===== config.mk =====
export PLATFORM = sky130hd
export DESIGN_NAME = pstid_regs
export DESIGN_NICKNAME = d
export VERILOG_FILES = /design/src/hdl/pstid_pkg.sv /design/src/hdl/pstid_latch_low.sv /design/src/hdl/pstid_regs.sv
export SDC_FILE = /design/constraint.sdc
export NUM_CORES = 1
export LEC_CHECK = 0
export ABC_AREA = 1
export BUFFER_PORTS_ARGS = -buffer_cell sky130_fd_sc_hd__buf_2
export CAP_MARGIN = 15
export CORE_MARGIN = 8
export CORE_UTILIZATION = 36
export DETAILED_ROUTE_END_ITERATION = 6
export GPL_TIMING_DRIVEN = 0
export PLACE_DENSITY = 0.83
export SYNTH_ARGS = -nofsm -noshare
export SYNTH_HDL_FRONTEND = slang
export SYNTH_SLANG_ARGS = --single-unit

===== constraint.sdc =====
create_clock -name clk -period 2.3 [get_ports clk]
set_input_delay 0.345 -clock clk [delete_from_list [all_inputs] [get_ports clk]]
set_output_delay 0.345 -clock clk [all_outputs]
set_load 0.02 [all_outputs]

===== src/hdl/pstid_pkg.sv =====
package pstid_pkg;
  // management register addresses (5-bit phy register index)
  localparam logic [4:0] REG_BASIC_STATUS = 5'h01;
  localparam logic [4:0] REG_IDENT_ONE = 5'h02;
  localparam logic [4:0] REG_LINK_PARTNER = 5'h05;
  // basic status field positions
  localparam int BIT_CAP_100TX_FD = 14;
  localparam int BIT_CAP_100TX_HD = 13;
  localparam int BIT_CAP_10T_FD = 12;
  localparam int BIT_CAP_10T_HD = 11;
  localparam int BIT_NO_PREAMBLE = 6;
  localparam int BIT_ANEG_DONE = 5;
  localparam int BIT_REMOTE_FAULT = 4;
  localparam int BIT_ANEG_ABLE = 3;
  localparam int BIT_LINK_UP = 2;
  localparam int BIT_JABBER = 1;
  localparam int BIT_EXT_CAP = 0;
  // remote fault position inside the link partner ability word
  localparam int BIT_LP_REMOTE_FAULT = 13;
  // fixed capability values
  localparam logic CAP_ANEG_ABLE = 1'b1;
  localparam logic CAP_EXT = 1'b1;
  localparam logic CAP_NO_PREAMBLE = 1'b1;
  localparam logic CAP_SPEED_BITS = 1'b1;
  // latched status reset values
  localparam logic RST_REMOTE_FAULT = 1'b0;
  localparam logic RST_LINK_UP = 1'b0;
  localparam logic RST_JABBER = 1'b0;
  // arbitrary neutral 24-bit unique identifier, not any real vendor's
  localparam logic [23:0] DEF_VENDOR_ID = 24'h5A5A5A;
endpackage


===== src/hdl/pstid_latch_low.sv =====
`timescale 1ns/10ps
`default_nettype none
// sticky flag: event sets, read clears; set beats clear in the same cycle
module pstid_latch_low #(
  parameter logic RST_VAL = 1'b0
) (
  input wire logic clk,
  input wire logic resetn,
  input wire logic set_evt,
  input wire logic clr_evt,
  output logic flag_q
);
  always_ff @(posedge clk or negedge resetn) begin
    if (!resetn) begin
      flag_q <= RST_VAL;
    end else if (set_evt) begin
      flag_q <= 1'b1;
    end else if (clr_evt) begin
      flag_q <= 1'b0;
    end
  end
endmodule
`default_nettype wire


===== src/hdl/pstid_regs.sv =====
`timescale 1ns/10ps
`default_nettype none
module pstid_regs #(
  parameter logic [23:0] VENDOR_ID = pstid_pkg::DEF_VENDOR_ID
) (
  input wire logic clk,
  input wire logic resetn,
  input wire logic rd_en,
  input wire logic wr_en,
  input wire logic [4:0] reg_addr,
  input wire logic [15:0] wr_data,
  output logic [15:0] rd_data,
  output logic rd_valid,
  input wire logic [15:0] link_partner_ability_reg,
  input wire logic link_ok,
  input wire logic speed_10m,
  input wire logic jabber_seen,
  input wire logic aneg_done,
  output logic mgmt_no_preamble_accept
);
  logic rd_accept;
  logic status_rd;
  logic remote_fault_flag;
  logic jabber_q;
  logic link_fail_q;
  logic link_evt;
  logic jab_evt;
  logic [15:0] status_word;
  logic [15:0] ident_word;
  logic [15:0] rd_data_d;

  // register index decodes; the status one is shared by the latch clear and the read mux
  function automatic logic is_status_addr(input logic [4:0] addr);
    return addr == pstid_pkg::REG_BASIC_STATUS;
  endfunction

  function automatic logic is_ident_addr(input logic [4:0] addr);
    return addr == pstid_pkg::REG_IDENT_ONE;
  endfunction

  // a write in the same cycle cancels the read, so it may not clear a latch either
  assign rd_accept = rd_en && !wr_en;
  // only an accepted read of the status word clears the latched bits
  assign status_rd = rd_accept && is_status_addr(reg_addr);
  // jabber is meaningless at 100 Mbps so it is gated here
  assign jab_evt = jabber_seen && speed_10m;
  assign link_evt = !link_ok;

  // writes are not routed to any latch, so they cannot clear one
  pstid_latch_low #(.RST_VAL(pstid_pkg::RST_REMOTE_FAULT)) u_rf (
    .clk(clk),
    .resetn(resetn),
    .set_evt(link_partner_ability_reg[pstid_pkg::BIT_LP_REMOTE_FAULT]),
    .clr_evt(status_rd),
    .flag_q(remote_fault_flag)
  );

  pstid_latch_low #(.RST_VAL(pstid_pkg::RST_JABBER)) u_jab (
    .clk(clk),
    .resetn(resetn),
    .set_evt(jab_evt),
    .clr_evt(status_rd),
    .flag_q(jabber_q)
  );

  // failure latch; reset starts as failed so the first read shows link down
  pstid_latch_low #(.RST_VAL(~pstid_pkg::RST_LINK_UP)) u_link (
    .clk(clk),
    .resetn(resetn),
    .set_evt(link_evt),
    .clr_evt(status_rd),
    .flag_q(link_fail_q)
  );

  // status word assembly; unlisted bits read zero
  always_comb begin
    status_word = 16'h0000;
    status_word[pstid_pkg::BIT_CAP_100TX_FD] = pstid_pkg::CAP_SPEED_BITS;
    status_word[pstid_pkg::BIT_CAP_100TX_HD] = pstid_pkg::CAP_SPEED_BITS;
    status_word[pstid_pkg::BIT_CAP_10T_FD] = pstid_pkg::CAP_SPEED_BITS;
    status_word[pstid_pkg::BIT_CAP_10T_HD] = pstid_pkg::CAP_SPEED_BITS;
    status_word[pstid_pkg::BIT_NO_PREAMBLE] = pstid_pkg::CAP_NO_PREAMBLE;
    status_word[pstid_pkg::BIT_ANEG_DONE] = aneg_done;
    status_word[pstid_pkg::BIT_REMOTE_FAULT] = remote_fault_flag;
    status_word[pstid_pkg::BIT_ANEG_ABLE] = pstid_pkg::CAP_ANEG_ABLE;
    status_word[pstid_pkg::BIT_LINK_UP] = link_ok && !link_fail_q;
    status_word[pstid_pkg::BIT_JABBER] = jabber_q;
    status_word[pstid_pkg::BIT_EXT_CAP] = pstid_pkg::CAP_EXT;
  end

  // id bits numbered 1..24 from msb; word one takes bits 3..18
  assign ident_word = VENDOR_ID[21:6];

  // the management receiver needs no preamble ahead of a frame
  assign mgmt_no_preamble_accept = pstid_pkg::CAP_NO_PREAMBLE;

  // read mux; writes land nowhere
  always_comb begin
    rd_data_d = 16'h0000;
    if (is_status_addr(reg_addr)) begin
      rd_data_d = status_word;
    end else if (is_ident_addr(reg_addr)) begin
      rd_data_d = ident_word;
    end
  end

  // valid pulse for one cycle per accepted read
  always_ff @(posedge clk or negedge resetn) begin
    if (!resetn) begin
      rd_valid <= 1'b0;
    end else begin
      rd_valid <= rd_accept;
    end
  end

  // read data holds until the next accepted read; wr_data deliberately unused
  always_ff @(posedge clk or negedge resetn) begin
    if (!resetn) begin
      rd_data <= 16'h0000;
    end else if (rd_accept) begin
      rd_data <= rd_data_d;
    end
  end

  logic unused_wr;
  assign unused_wr = ^wr_data;
endmodule
`default_nettype wire


After elaboration in Yosys (flattened, before gate mapping)
Cells that the tools add are included.
{"block": "op_classes", "n_eq_ne": 3, "mux": 6, "reduce_logical": 8}
{"operator": "$mux 16", "n": 1}
{"operator": "$mux 15", "n": 1}
{"operator": "$eq 5x1->1 const B", "n": 1}
{"operator": "$eq 5x2->1 const B", "n": 1}
{"operator": "$logic_and 1x1->1", "n": 4}
{"operator": "$mux 1", "n": 4}
{"operator": "$reduce_bool 2->1", "n": 2}
{"operator": "$logic_not 1->1", "n": 2}
{"operator": "$ne 2x1->1 const B", "n": 1}
{"block": "word_totals", "reg_bits": 20, "input_bits": 45, "out_inout_bits": 18}

Longest topological paths before layout
Gate-level depths: netlist of run 1.
{"block": "depth", "ltp_word": 5, "depth_mapped": 6, "depth_no_buf": 6}

Cells and area by module
Synthesis of run 1 repeated with hierarchy kept, for this count alone.
{"block": "hier_totals", "cells_unflattened": 74, "area_unflattened_um2": 606.8}
{"module": "pstid_regs", "n_inst": 1, "cells_each": 59, "area_per_inst_um2": 485.5, "seq_area_each_um2": 200.2}
{"module": "pstid_latch_low at u_jab ...", "n_inst": 2, "cells_each": 5, "area_per_inst_um2": 40.0, "seq_area_each_um2": 25.0}
{"module": "pstid_latch_low at u_link", "n_inst": 1, "cells_each": 5, "area_per_inst_um2": 41.3, "seq_area_each_um2": 26.3}

Least setup slack after synthesis of run 1
No wires, ideal clock.
{"block": "synth_path", "path_type": "reg2out", "start": "register, netlist name rd_data[13]", "end": "output port rd_data[11]", "t_arrival_ns": 0.702, "slack_ns": 1.253, "path_stages_with_launch": 2, "path_cell_list": "dfrtp_1 -> buf_4"}
{"item": "to (decl)", "line_no": "pstid_regs.sv:12", "source": "output logic [15:0] rd_data,"}

==> metrics.md, run 1 <==
| Metric | Value |
|---|---|
| Commonest non-fill, non-tap cell in the layout | `buf_2` |
| Clock Tree Root | `clkbuf_4` |
| Fin crit share | `58.5%` |
| FF/Latch Area | `277 µm²` |
| Layout area overhead | `33.4%` |
| CP Launch Type | `flop` |
| DR vias/cell | `4.15` |
| Die H | `56.5 µm` |
| I/O Buffers | `26` |
| Clk_skew | `4.06 ps` |
| Slowest stage cell, crit path | `dfrtp_1` |
| Antenna diodes | `0` |
| Commonest cells after routing, fill and taps aside | `buf_2 (26), nand2_1 (22), buf_4 (10), dfrtp_1 (10), inv_1 (9)` |
| Die Width | `56.5 µm` |
| Post-route minimum period | `1350 ps` |
| First-pass GRT wire length | `2.13 mm` |
| Total global-route track usage | `8.41%` |
| Min-Delay Path Class | `input port to flop` |
| Worst Setup End Kind | `output port` |
| Dpl hpwl | `1.05 mm` |
| RSZ-0062 raised after global routing | `false` |
| Clock Path Buffers | `2` |
| Vias in the first global route | `536` |
| Reg-to-Reg End | `rd_data[2]` |
| Final Hold Fails | `0` |
| Run status | `completed` |
| Core Region | `1520 µm²` |
| Power Density | `522 nW/µm²` |
| Reg2reg path depth | `3` |
| Hold Crit Depth | `2` |
| Gr ovfl total | `0` |
| Initial Util | `38.8%` |
| CP startpoint | `rd_data[13]` |
| Mapped cell area | `592 µm²` |
| Final Cell Area | `790 µm²` |
| Crit Path Max Fanout | `7` |
| GPL Wtd Cong | `0.759` |
| H-tree lvl count | `1` |
| Sink Count | `11` |
| Cts bufs inserted | `3` |
| Yosys warning count | `0` |
| Synth cell types | `14` |
| Syn Area/Cell | `8.11 µm²` |
| # setup viols final | `0` |
| Sequence of cells on the critical path | `buf_4, buf_2` |
| M1 GR Usage | `8.05%` |
| Die ar. | `3200 µm²` |
| Worst flop-to-flop path startpoint | `u_link.flag_q` |
| Routed WL | `1.29 mm` |
| Setup TNS | `0 ps` |
| Crit path kind | `flop to output port` |
| CP endpoint | `rd_data[14]` |
| Pin count of the biggest net entering global routing | `12` |
| Data required time of the worst path | `1960 ps` |
| Skew-Pair Late Insertion Delay | `270 ps` |
| Share of cells above drive strength 1 | `43.0%` |
| DP Area | `753 µm²` |
| DR pass1 iterations | `4` |
| FILL cells | `154` |
| Max cap viols | `0` |
| #FFs+latches synth | `11` |
| Met2 Use GR | `12.4%` |
| DR WL/cell | `10.5 µm` |
| Sequential fraction of the synthesis area | `46.7%` |
| Number of DRC markers in iteration 0 | `7` |
| Initial antenna violation count | `0` |
| Antenna viol nets, final | `0` |
| Max Clk Rate | `743 MHz` |
| Net count reported at finish | `153` |
| Max-slew violations | `0` |
| Grt peak-use layer | `met2` |
| R2r setup slk | `1500 ps` |
| Max incr delay on CP | `440 ps` |
| # IOs | `63` |
| Num rows | `14` |
| Arrival time worst endpoint | `1000 ps` |
| Setup Fix Bufs, Post-CTS | `0` |
| Mapped Cells | `73` |
| Met3 usage | `6.52%` |
| Peak VDD IR | `0.187 mV` |
| Vias | `511` |
| CTS tree | `built` |
| CTS clk-pin slew, worst paths | `70 ps` |
| Multi-input gate area | `214 µm²` |
| Residual DRC count | `0` |
| Leakage | `0.000514 µW` |
==> flip-flops by register name, summed over array words and instances (netlist names) <==
signal and flops:
rd_data 7, rd_valid 1, u_jab.flag_q 1, u_link.flag_q 1, u_rf.flag_q 1
==> synth_stat cells (all sizes together) <==
cell type  number  area [µm²]
inv            10        37.5
nand2          24         100
dfstp           1        26.3
buf            10        75.1
dfrtp          10         250
nand3           7        35.0
nor2            9        60.1
conb            2        7.51
==> cells by family (layout without fill, tap and decap cells) <==
kind of cell,count (synthesis),after routing,share of synthesized area [%]
other,2,5,1.27
buffers and inverters,20,51,19.0
and+or+nand+nor,40,40,33.0
DFF,11,11,46.7
==> layout make-up <==
type	count	area share (%)
multi-input cells	45	27.1
well taps	16	2.54
repair buffers	27	17.7
plain buffers	10	9.51
flip-flops and latches	11	35.0
inverters	10	4.75
clock buffers	4	3.33
==> routing by layer <==
layer,part of all wire (%),up-vias
met5,0,-
met4,2.4,0
met3,13,4
met2,42,24
met1,42,216
li1,-,267
==> where the power goes <==
part / internal [µW] / switching (µW) / total (µW)
combinational: 32.4 / 47.0 / 79.4
sequential: 199 / 3.09 / 202
clock: 67.2 / 64.1 / 131
==> per-stage QoR <==
stage | utilization (%) | hold slack [ps] | setup slack (ps) | total power (µW) | std cells
floorplan | - | 49.4 | 1250 | 255 | 76
global placement | 49.4 | 217 | 1220 | 282 | 118
detailed placement | 49.4 | 230 | 1200 | 284 | 118
CTS | 51.8 | 255 | 940 | 418 | 123
global route | 51.8 | 253 | 889 | 435 | 123
finish | 51.8 | 258 | 954 | 412 | 123
==> worst min-delay path by stage <==
stage	from	to	slack, ps
4_1_cts	wr_en	rd_valid	250
3_5_place_dp	resetn	rd_valid	230
5_1_grt	wr_en	rd_valid	250
6_report	wr_en	rd_valid	260
3_3_place_gp	resetn	rd_valid	220
2_1_floorplan	resetn	rd_data[12]	50
==> worst max-delay path, delay by kind of cell (launching register included) <==
family   cells  cell delay (ps)
flops        1              440
buf+inv      2              300
==> timing repair <==
item / CTS / global route
setup endpoints to repair: 0 / 0
endpoints found under the hold margin: 10 / 0
hold buffers: 1 / 0
resized for setup: 0 / 0
Power figures use the tool's default switching activity.
==> run 2, diff against run 1 <==
- CORE_UTILIZATION: 36 -> 33
- PLACE_DENSITY: 0.83 -> 0.77
- clock period: 2.3 -> 1.27 ns (I/O delays scaled with it)
==> run 2 against run 1 <==
Compared with the run above:
- worst hold slack worse by 150 ps
- first-iteration DRC count is 14% lower
- non-clock buffer count did not move
==> metrics.md, run 2 (synthesized netlist as in run 1, its figures left out) <==
| Metric | Value |
|---|---|
| First-pass GRT wire length | `2.13 mm (unchanged)` |
| # setup viols final | `0 (unchanged)` |
| Net count reported at finish | `153 (unchanged)` |
| Met2 wire len | `612 µm (+13%)` |
| Max cap viols | `0 (unchanged)` |
| FILL cells | `185 (+20%)` |
| Total global-route track usage | `8.19% (-0.22 points)` |
| Seq pwr share | `48.5% (-0.4 points)` |
| # IOs | `63 (unchanged)` |
| Routed WL | `1.36 mm (+5.7%)` |
| Skew-Pair Late Insertion Delay | `270 ps (about the same)` |
| Residual DRC count | `0 (unchanged)` |
| CTS tree | `built` |
| Setup TNS | `0 ps (unchanged)` |
| CTS resizes | `0 (unchanged)` |
| Vias in the first global route | `520 (-3.0%)` |
| Clock Path Buffers | `2 (unchanged)` |
| Largest Register | `rd_data` |
| Antenna diodes | `0 (unchanged)` |
| Clock Tree Root | `clkbuf_4` |
| Sequence of cells on the critical path | `buf_4, buf_2` |
| Comb power frac | `19.3% (about the same)` |
| Antenna viol nets, final | `0 (unchanged)` |
| Max-slew violations | `0 (unchanged)` |
| Dpl hpwl | `1.13 mm (+7.9%)` |
| H-tree lvl count | `1 (unchanged)` |
| Data required time of the worst path | `1080 ps (-880 ps)` |
| Clk_skew | `1.74 ps (-2.32 ps)` |
| DR WL/cell | `10.3 µm (-1.5%)` |
| Fin cells | `132 (+7.3%)` |
| Max incr delay on CP | `450 ps (about the same)` |
| Clock share of power | `32.2% (+0.4 points)` |
| Highest Signal Layer | `met4` |
| Fin crit share | `95.6%` |
| Final Hold Fails | `0 (unchanged)` |
| DR vias/cell | `3.96 (-4.6%)` |
| Post-route minimum period | `1210 ps` |
| Leakage | `0.000514 µW (unchanged)` |
| Metal-1 WL | `534 µm (-1.5%)` |
| Sw Share | `28.3% (+0.62 points)` |
| Arrival time worst endpoint | `1020 ps (+20 ps)` |
| Share of cells above drive strength 1 | `43.0% (unchanged)` |
| GPL Wtd Cong | `0.734 (-3.4%)` |
| Pin count of the biggest net entering global routing | `12 (unchanged)` |
| Number of flip-flops under the largest register name | `7 (unchanged)` |
| Number of DRC markers in iteration 0 | `6 (-1)` |
| Crit path kind | `flop to output port` |
| Die ar. | `3400 µm² (+6.5%)` |
| Core Region | `1710 µm² (+12%)` |
| Die H | `58.4 µm (+3.2%)` |
| Die Width | `58.4 µm (+3.2%)` |
| Gr ovfl total | `0 (unchanged)` |
| Max Clk Rate | `824 MHz` |
| DR pass1 iterations | `4 (unchanged)` |
| Commonest non-fill, non-tap cell in the layout | `buf_2` |
| Layout area overhead | `35.3%` |
| Initial antenna violation count | `0 (unchanged)` |
| Run status | `completed` |
| RSZ-0062 raised after global routing | `false` |
| Power Density | `941 nW/µm² (+80%)` |
| Setup Fix Bufs, Post-CTS | `0 (unchanged)` |
| Crit Path Max Fanout | `7 (unchanged)` |
| Peak VDD IR | `0.396 mV (+110%)` |
| Metal3 WL | `186 µm (+9.4%)` |
| P_sw | `213 µW (+87%)` |
| Post-Place Cells | `127 (+7.6%)` |
| Num rows | `15 (+1)` |
| Worst Setup End Kind | `output port` |
| Min-Delay Path Class | `input port to flop` |
| Commonest cells after routing, fill and taps aside | `buf_2 (26), nand2_1 (22), buf_4 (10), dfrtp_1 (10), inv_1 (9)` |
| I/O Buffers | `26 (unchanged)` |
| Int Pwr | `540 µW (+81%)` |
| CTS clk-pin slew, worst paths | `70 ps (about the same)` |
| Cts bufs inserted | `3 (unchanged)` |
| Sink Count | `11 (unchanged)` |
| Vias | `523 (+2.3%)` |
| Slowest stage cell, crit path | `dfrtp_1` |
| CP Launch Type | `flop` |
| Initial Util | `34.7% (-4.2 points)` |
[run 2: final cells by class]
class | count | area (µm²) | share of cell area (%)
clock buffers | 4 | 26.3 | 3.28
flip-flops and latches | 11 | 277 | 34.5
repair buffers | 27 | 140 | 17.5
inverters | 10 | 37.5 | 4.69
multi-input cells | 45 | 214 | 26.7
well taps | 25 | 31.3 | 3.91
plain buffers | 10 | 75.1 | 9.38
[run 2: timing repair]
action | 4_1_cts | 5_1_grt
hold endpoints to repair | 10 | 0
endpoints found under the setup margin | 0 | 0
hold buffers | 1 | 0
[run 2: worst max-delay path: cells and delay by family (launching register included)]
family                 cells  cell delay [ps]
buffers and inverters      2              310
flip-flops                 1              450
[run 2: through the flow]
step	cell area [µm²]	power (µW)	setup slack, ps	hold slack (ps)	util (%)
after CTS	801	766	38.9	95.8	46.9
after floorplan	603	461	377	-105	-
final	801	753	56.5	105	46.9
after global placement	764	511	344	66.2	44.8
after global routing	801	799	8.45	94.3	46.9
after detailed placement	764	516	323	74.5	44.8
[run 2: per-layer routing]
metal	track usage, %	vias up
met5	0	-
met4	5.24	0
met3	5.43	3
met2	12.9	25
met1	7.64	224
li1	-	271
[run 2: path summary, 6_finish.rpt]
check / startpoint / slack (ps) / end / cells after the start
min in group asynchronous: resetn / 310 / rd_data[13] / 2
hold reg to reg: rd_data[4] / 480 / rd_data[4] / 2
hold / removal: wr_en / 110 / rd_valid / 2
setup reg to reg: u_link.flag_q / 470 / rd_data[2] / 3
setup / recovery: rd_data[13] / 60 / rd_data[6] / 2
max in group asynchronous: resetn / 700 / u_link.flag_q / 2
[run 2: power by group through the flow]
stage	Sequential [µW]	Clock [µW]	Combinational, µW
2_1_floorplan	382	0	79.3
3_3_place_gp	371	0	140
3_5_place_dp	372	0	143
4_1_cts	365	254	146
5_1_grt	366	274	158
6_report	365	243	145
==> run 3, diff against run 2 <==
- CTS_BUF_LIST: default -> sky130_fd_sc_hd__clkbuf_16
==> run 3 against run 2 <==
Compared with the run above:
- die area unchanged
- combinational power about the same
- largest power group is now clock
- via count rose by 0.19%
==> metrics.md, run 3 (synthesized netlist as in run 1, its figures left out) <==
| Metric | Value |
|---|---|
| Post-Place Cells | `127 (unchanged)` |
| I/O Buffers | `26 (unchanged)` |
| Final Hold Fails | `0 (unchanged)` |
| DR vias/cell | `3.97 (+0.19%)` |
| Total global-route track usage | `8.59% (+0.40 points)` |
| Layout area overhead | `44.2%` |
| FILL cells | `182 (-1.6%)` |
| Commonest cells after routing, fill and taps aside | `buf_2 (26), nand2_1 (22), inv_1 (10), buf_4 (10), dfrtp_1 (10)` |
| Crit path kind | `flop to output port` |
| Leakage | `0.000541 µW (+5.3%)` |
| Die H | `58.4 µm (unchanged)` |
| DR pass1 iterations | `2 (-2)` |
| Run status | `completed` |
| CTS clk-pin slew, worst paths | `40 ps (-30 ps)` |
| Core Region | `1710 µm² (unchanged)` |
| Min-Delay Path Class | `input port to flop` |
| Routed WL | `1.41 mm (+3.3%)` |
| Place WS | `323 ps (unchanged)` |
| GPL Wtd Cong | `0.734 (unchanged)` |
| Initial Util | `34.7% (unchanged)` |
| Gr ovfl total | `0 (unchanged)` |
| R2r setup slk | `470 ps (about the same)` |
| Die ar. | `3400 µm² (unchanged)` |
| Residual DRC count | `0 (unchanged)` |
| Setup TNS | `0 ps (unchanged)` |
| Post-route minimum period | `1170 ps (-42.2 ps)` |
| Dpl hpwl | `1.13 mm (unchanged)` |
| Antenna viol nets, final | `0 (unchanged)` |
| Antenna diodes | `0 (unchanged)` |
| First-pass GRT wire length | `2.23 mm (+4.5%)` |
| Initial antenna violation count | `0 (unchanged)` |
| Vias | `524 (+0.19%)` |
| DR WL/cell | `10.7 µm (+3.3%)` |
| Max-slew violations | `0 (unchanged)` |
| Die Width | `58.4 µm (unchanged)` |
| Fin crit share | `92.2% (-3.3 points)` |
| Fin Hold WS | `142 ps (+37.1 ps)` |
| Number of flip-flops under the largest register name | `7 (unchanged)` |
| Clock Path Buffers | `2 (unchanged)` |
| Final setup margin | `98.7 ps (+42.2 ps)` |
| CTS tree | `built` |
| Cts bufs inserted | `3 (unchanged)` |
| Clock Tree Root | `clkbuf_16` |
| Peak VDD IR | `0.564 mV (+43%)` |
| # IOs | `63 (unchanged)` |
| Worst Setup End Kind | `output port` |
| Vias in the first global route | `538 (+3.5%)` |
| CTS resizes | `0 (unchanged)` |
| Net count reported at finish | `153 (unchanged)` |
| Crit Path Max Fanout | `7 (unchanged)` |
| Largest Register | `rd_data` |
| Pin count of the biggest net entering global routing | `12 (unchanged)` |
| H-tree lvl count | `1 (unchanged)` |
| Commonest non-fill, non-tap cell in the layout | `buf_2` |
| # setup viols final | `0 (unchanged)` |
| Arrival time worst endpoint | `980 ps (-40 ps)` |
| Fin cells | `132 (unchanged)` |
| Clk_skew | `0.378 ps (-1.36 ps)` |
| CP Launch Type | `flop` |
| Skew-Pair Late Insertion Delay | `240 ps (-30 ps)` |
| Data required time of the worst path | `1080 ps (about the same)` |
| Max Clk Rate | `854 MHz (+3.6%)` |
| Max cap viols | `0 (unchanged)` |
| Power Density | `1270 nW/µm² (+35%)` |
| RSZ-0062 raised after global routing | `false` |
| Share of cells above drive strength 1 | `43.0% (unchanged)` |
| Num rows | `15 (unchanged)` |
| Number of DRC markers in iteration 0 | `7 (+1)` |
| Sink Count | `11 (unchanged)` |
-- run 3: cell count changes in the layout (fill, tap and decap cells not counted) --
| cell | delta |
|---|---|
| clkbuf_1 | -1 |
| clkbuf_16 | +3 |
| clkbuf_4 | -3 |
| inv_1 | +1 |
-- run 3: routing by layer --
layer | up-vias | wire [µm] | track usage [%]
met5 | - | 0 | 0
met4 | 0 | 20 | 4.20
met3 | 3 | 195 | 6.09
met2 | 25 | 661 | 13.7
met1 | 226 | 528 | 8.15
li1 | 270 | - | -
-- run 3: stage by stage --
step / total power [µW] / utilization, % / area [µm²]
2_1_floorplan: 461 / - / 603
3_3_place_gp: 511 / 44.8 / 764
3_5_place_dp: 516 / 44.8 / 764
4_1_cts: 1090 / 50.0 / 853
5_1_grt: 1130 / 50.0 / 853
6_report: 1080 / 50.0 / 853
-- run 3: report_power, final --
group | total [µW] | switching [µW] | leakage [µW] | internal [µW]
registers | 367 | 6.15 | 0.000138 | 361
logic | 146 | 86.9 | 0.000361 | 58.7
clock network | 566 | 153 | 0.0000423 | 413
total | 1080 | 246 | 0.000541 | 833
-- run 3: worst paths after layout --
kind	from	end	cells after the start
worst max-delay path	rd_data[13]	rd_data[6]	2
worst min-delay path	link_partner_ability_reg[13]	u_rf.flag_q	3
worst max register to register	u_link.flag_q	rd_data[2]	3
worst min register to register	u_jab.flag_q	u_jab.flag_q	2
max in group asynchronous	resetn	u_link.flag_q	2
min in group asynchronous	resetn	rd_valid	2
-- run 3: repair_timing --
| item | CTS | global route |
|---|---|---|
| hold buffers | 1 | 0 |
| setup buffers | 0 | 0 |
| endpoints found under the hold margin | 10 | 0 |
| setup endpoints to repair | 0 | 0 |
-- run 3: critical path, stage by stage, from the launching register on --
cell,delay (ps)
dfrtp_1,440
buf_4,160
buf_2,150
-- run 3: layout make-up --
class	count	area, µm²	share of cell area [%]
clock inverters	1	3.75	0.440
inverters	10	37.5	4.40
plain buffers	10	75.1	8.80
clock buffers	3	75.1	8.80
multi-input cells	45	214	25.1
well taps	25	31.3	3.67
flip-flops and latches	11	277	32.4
repair buffers	27	140	16.4
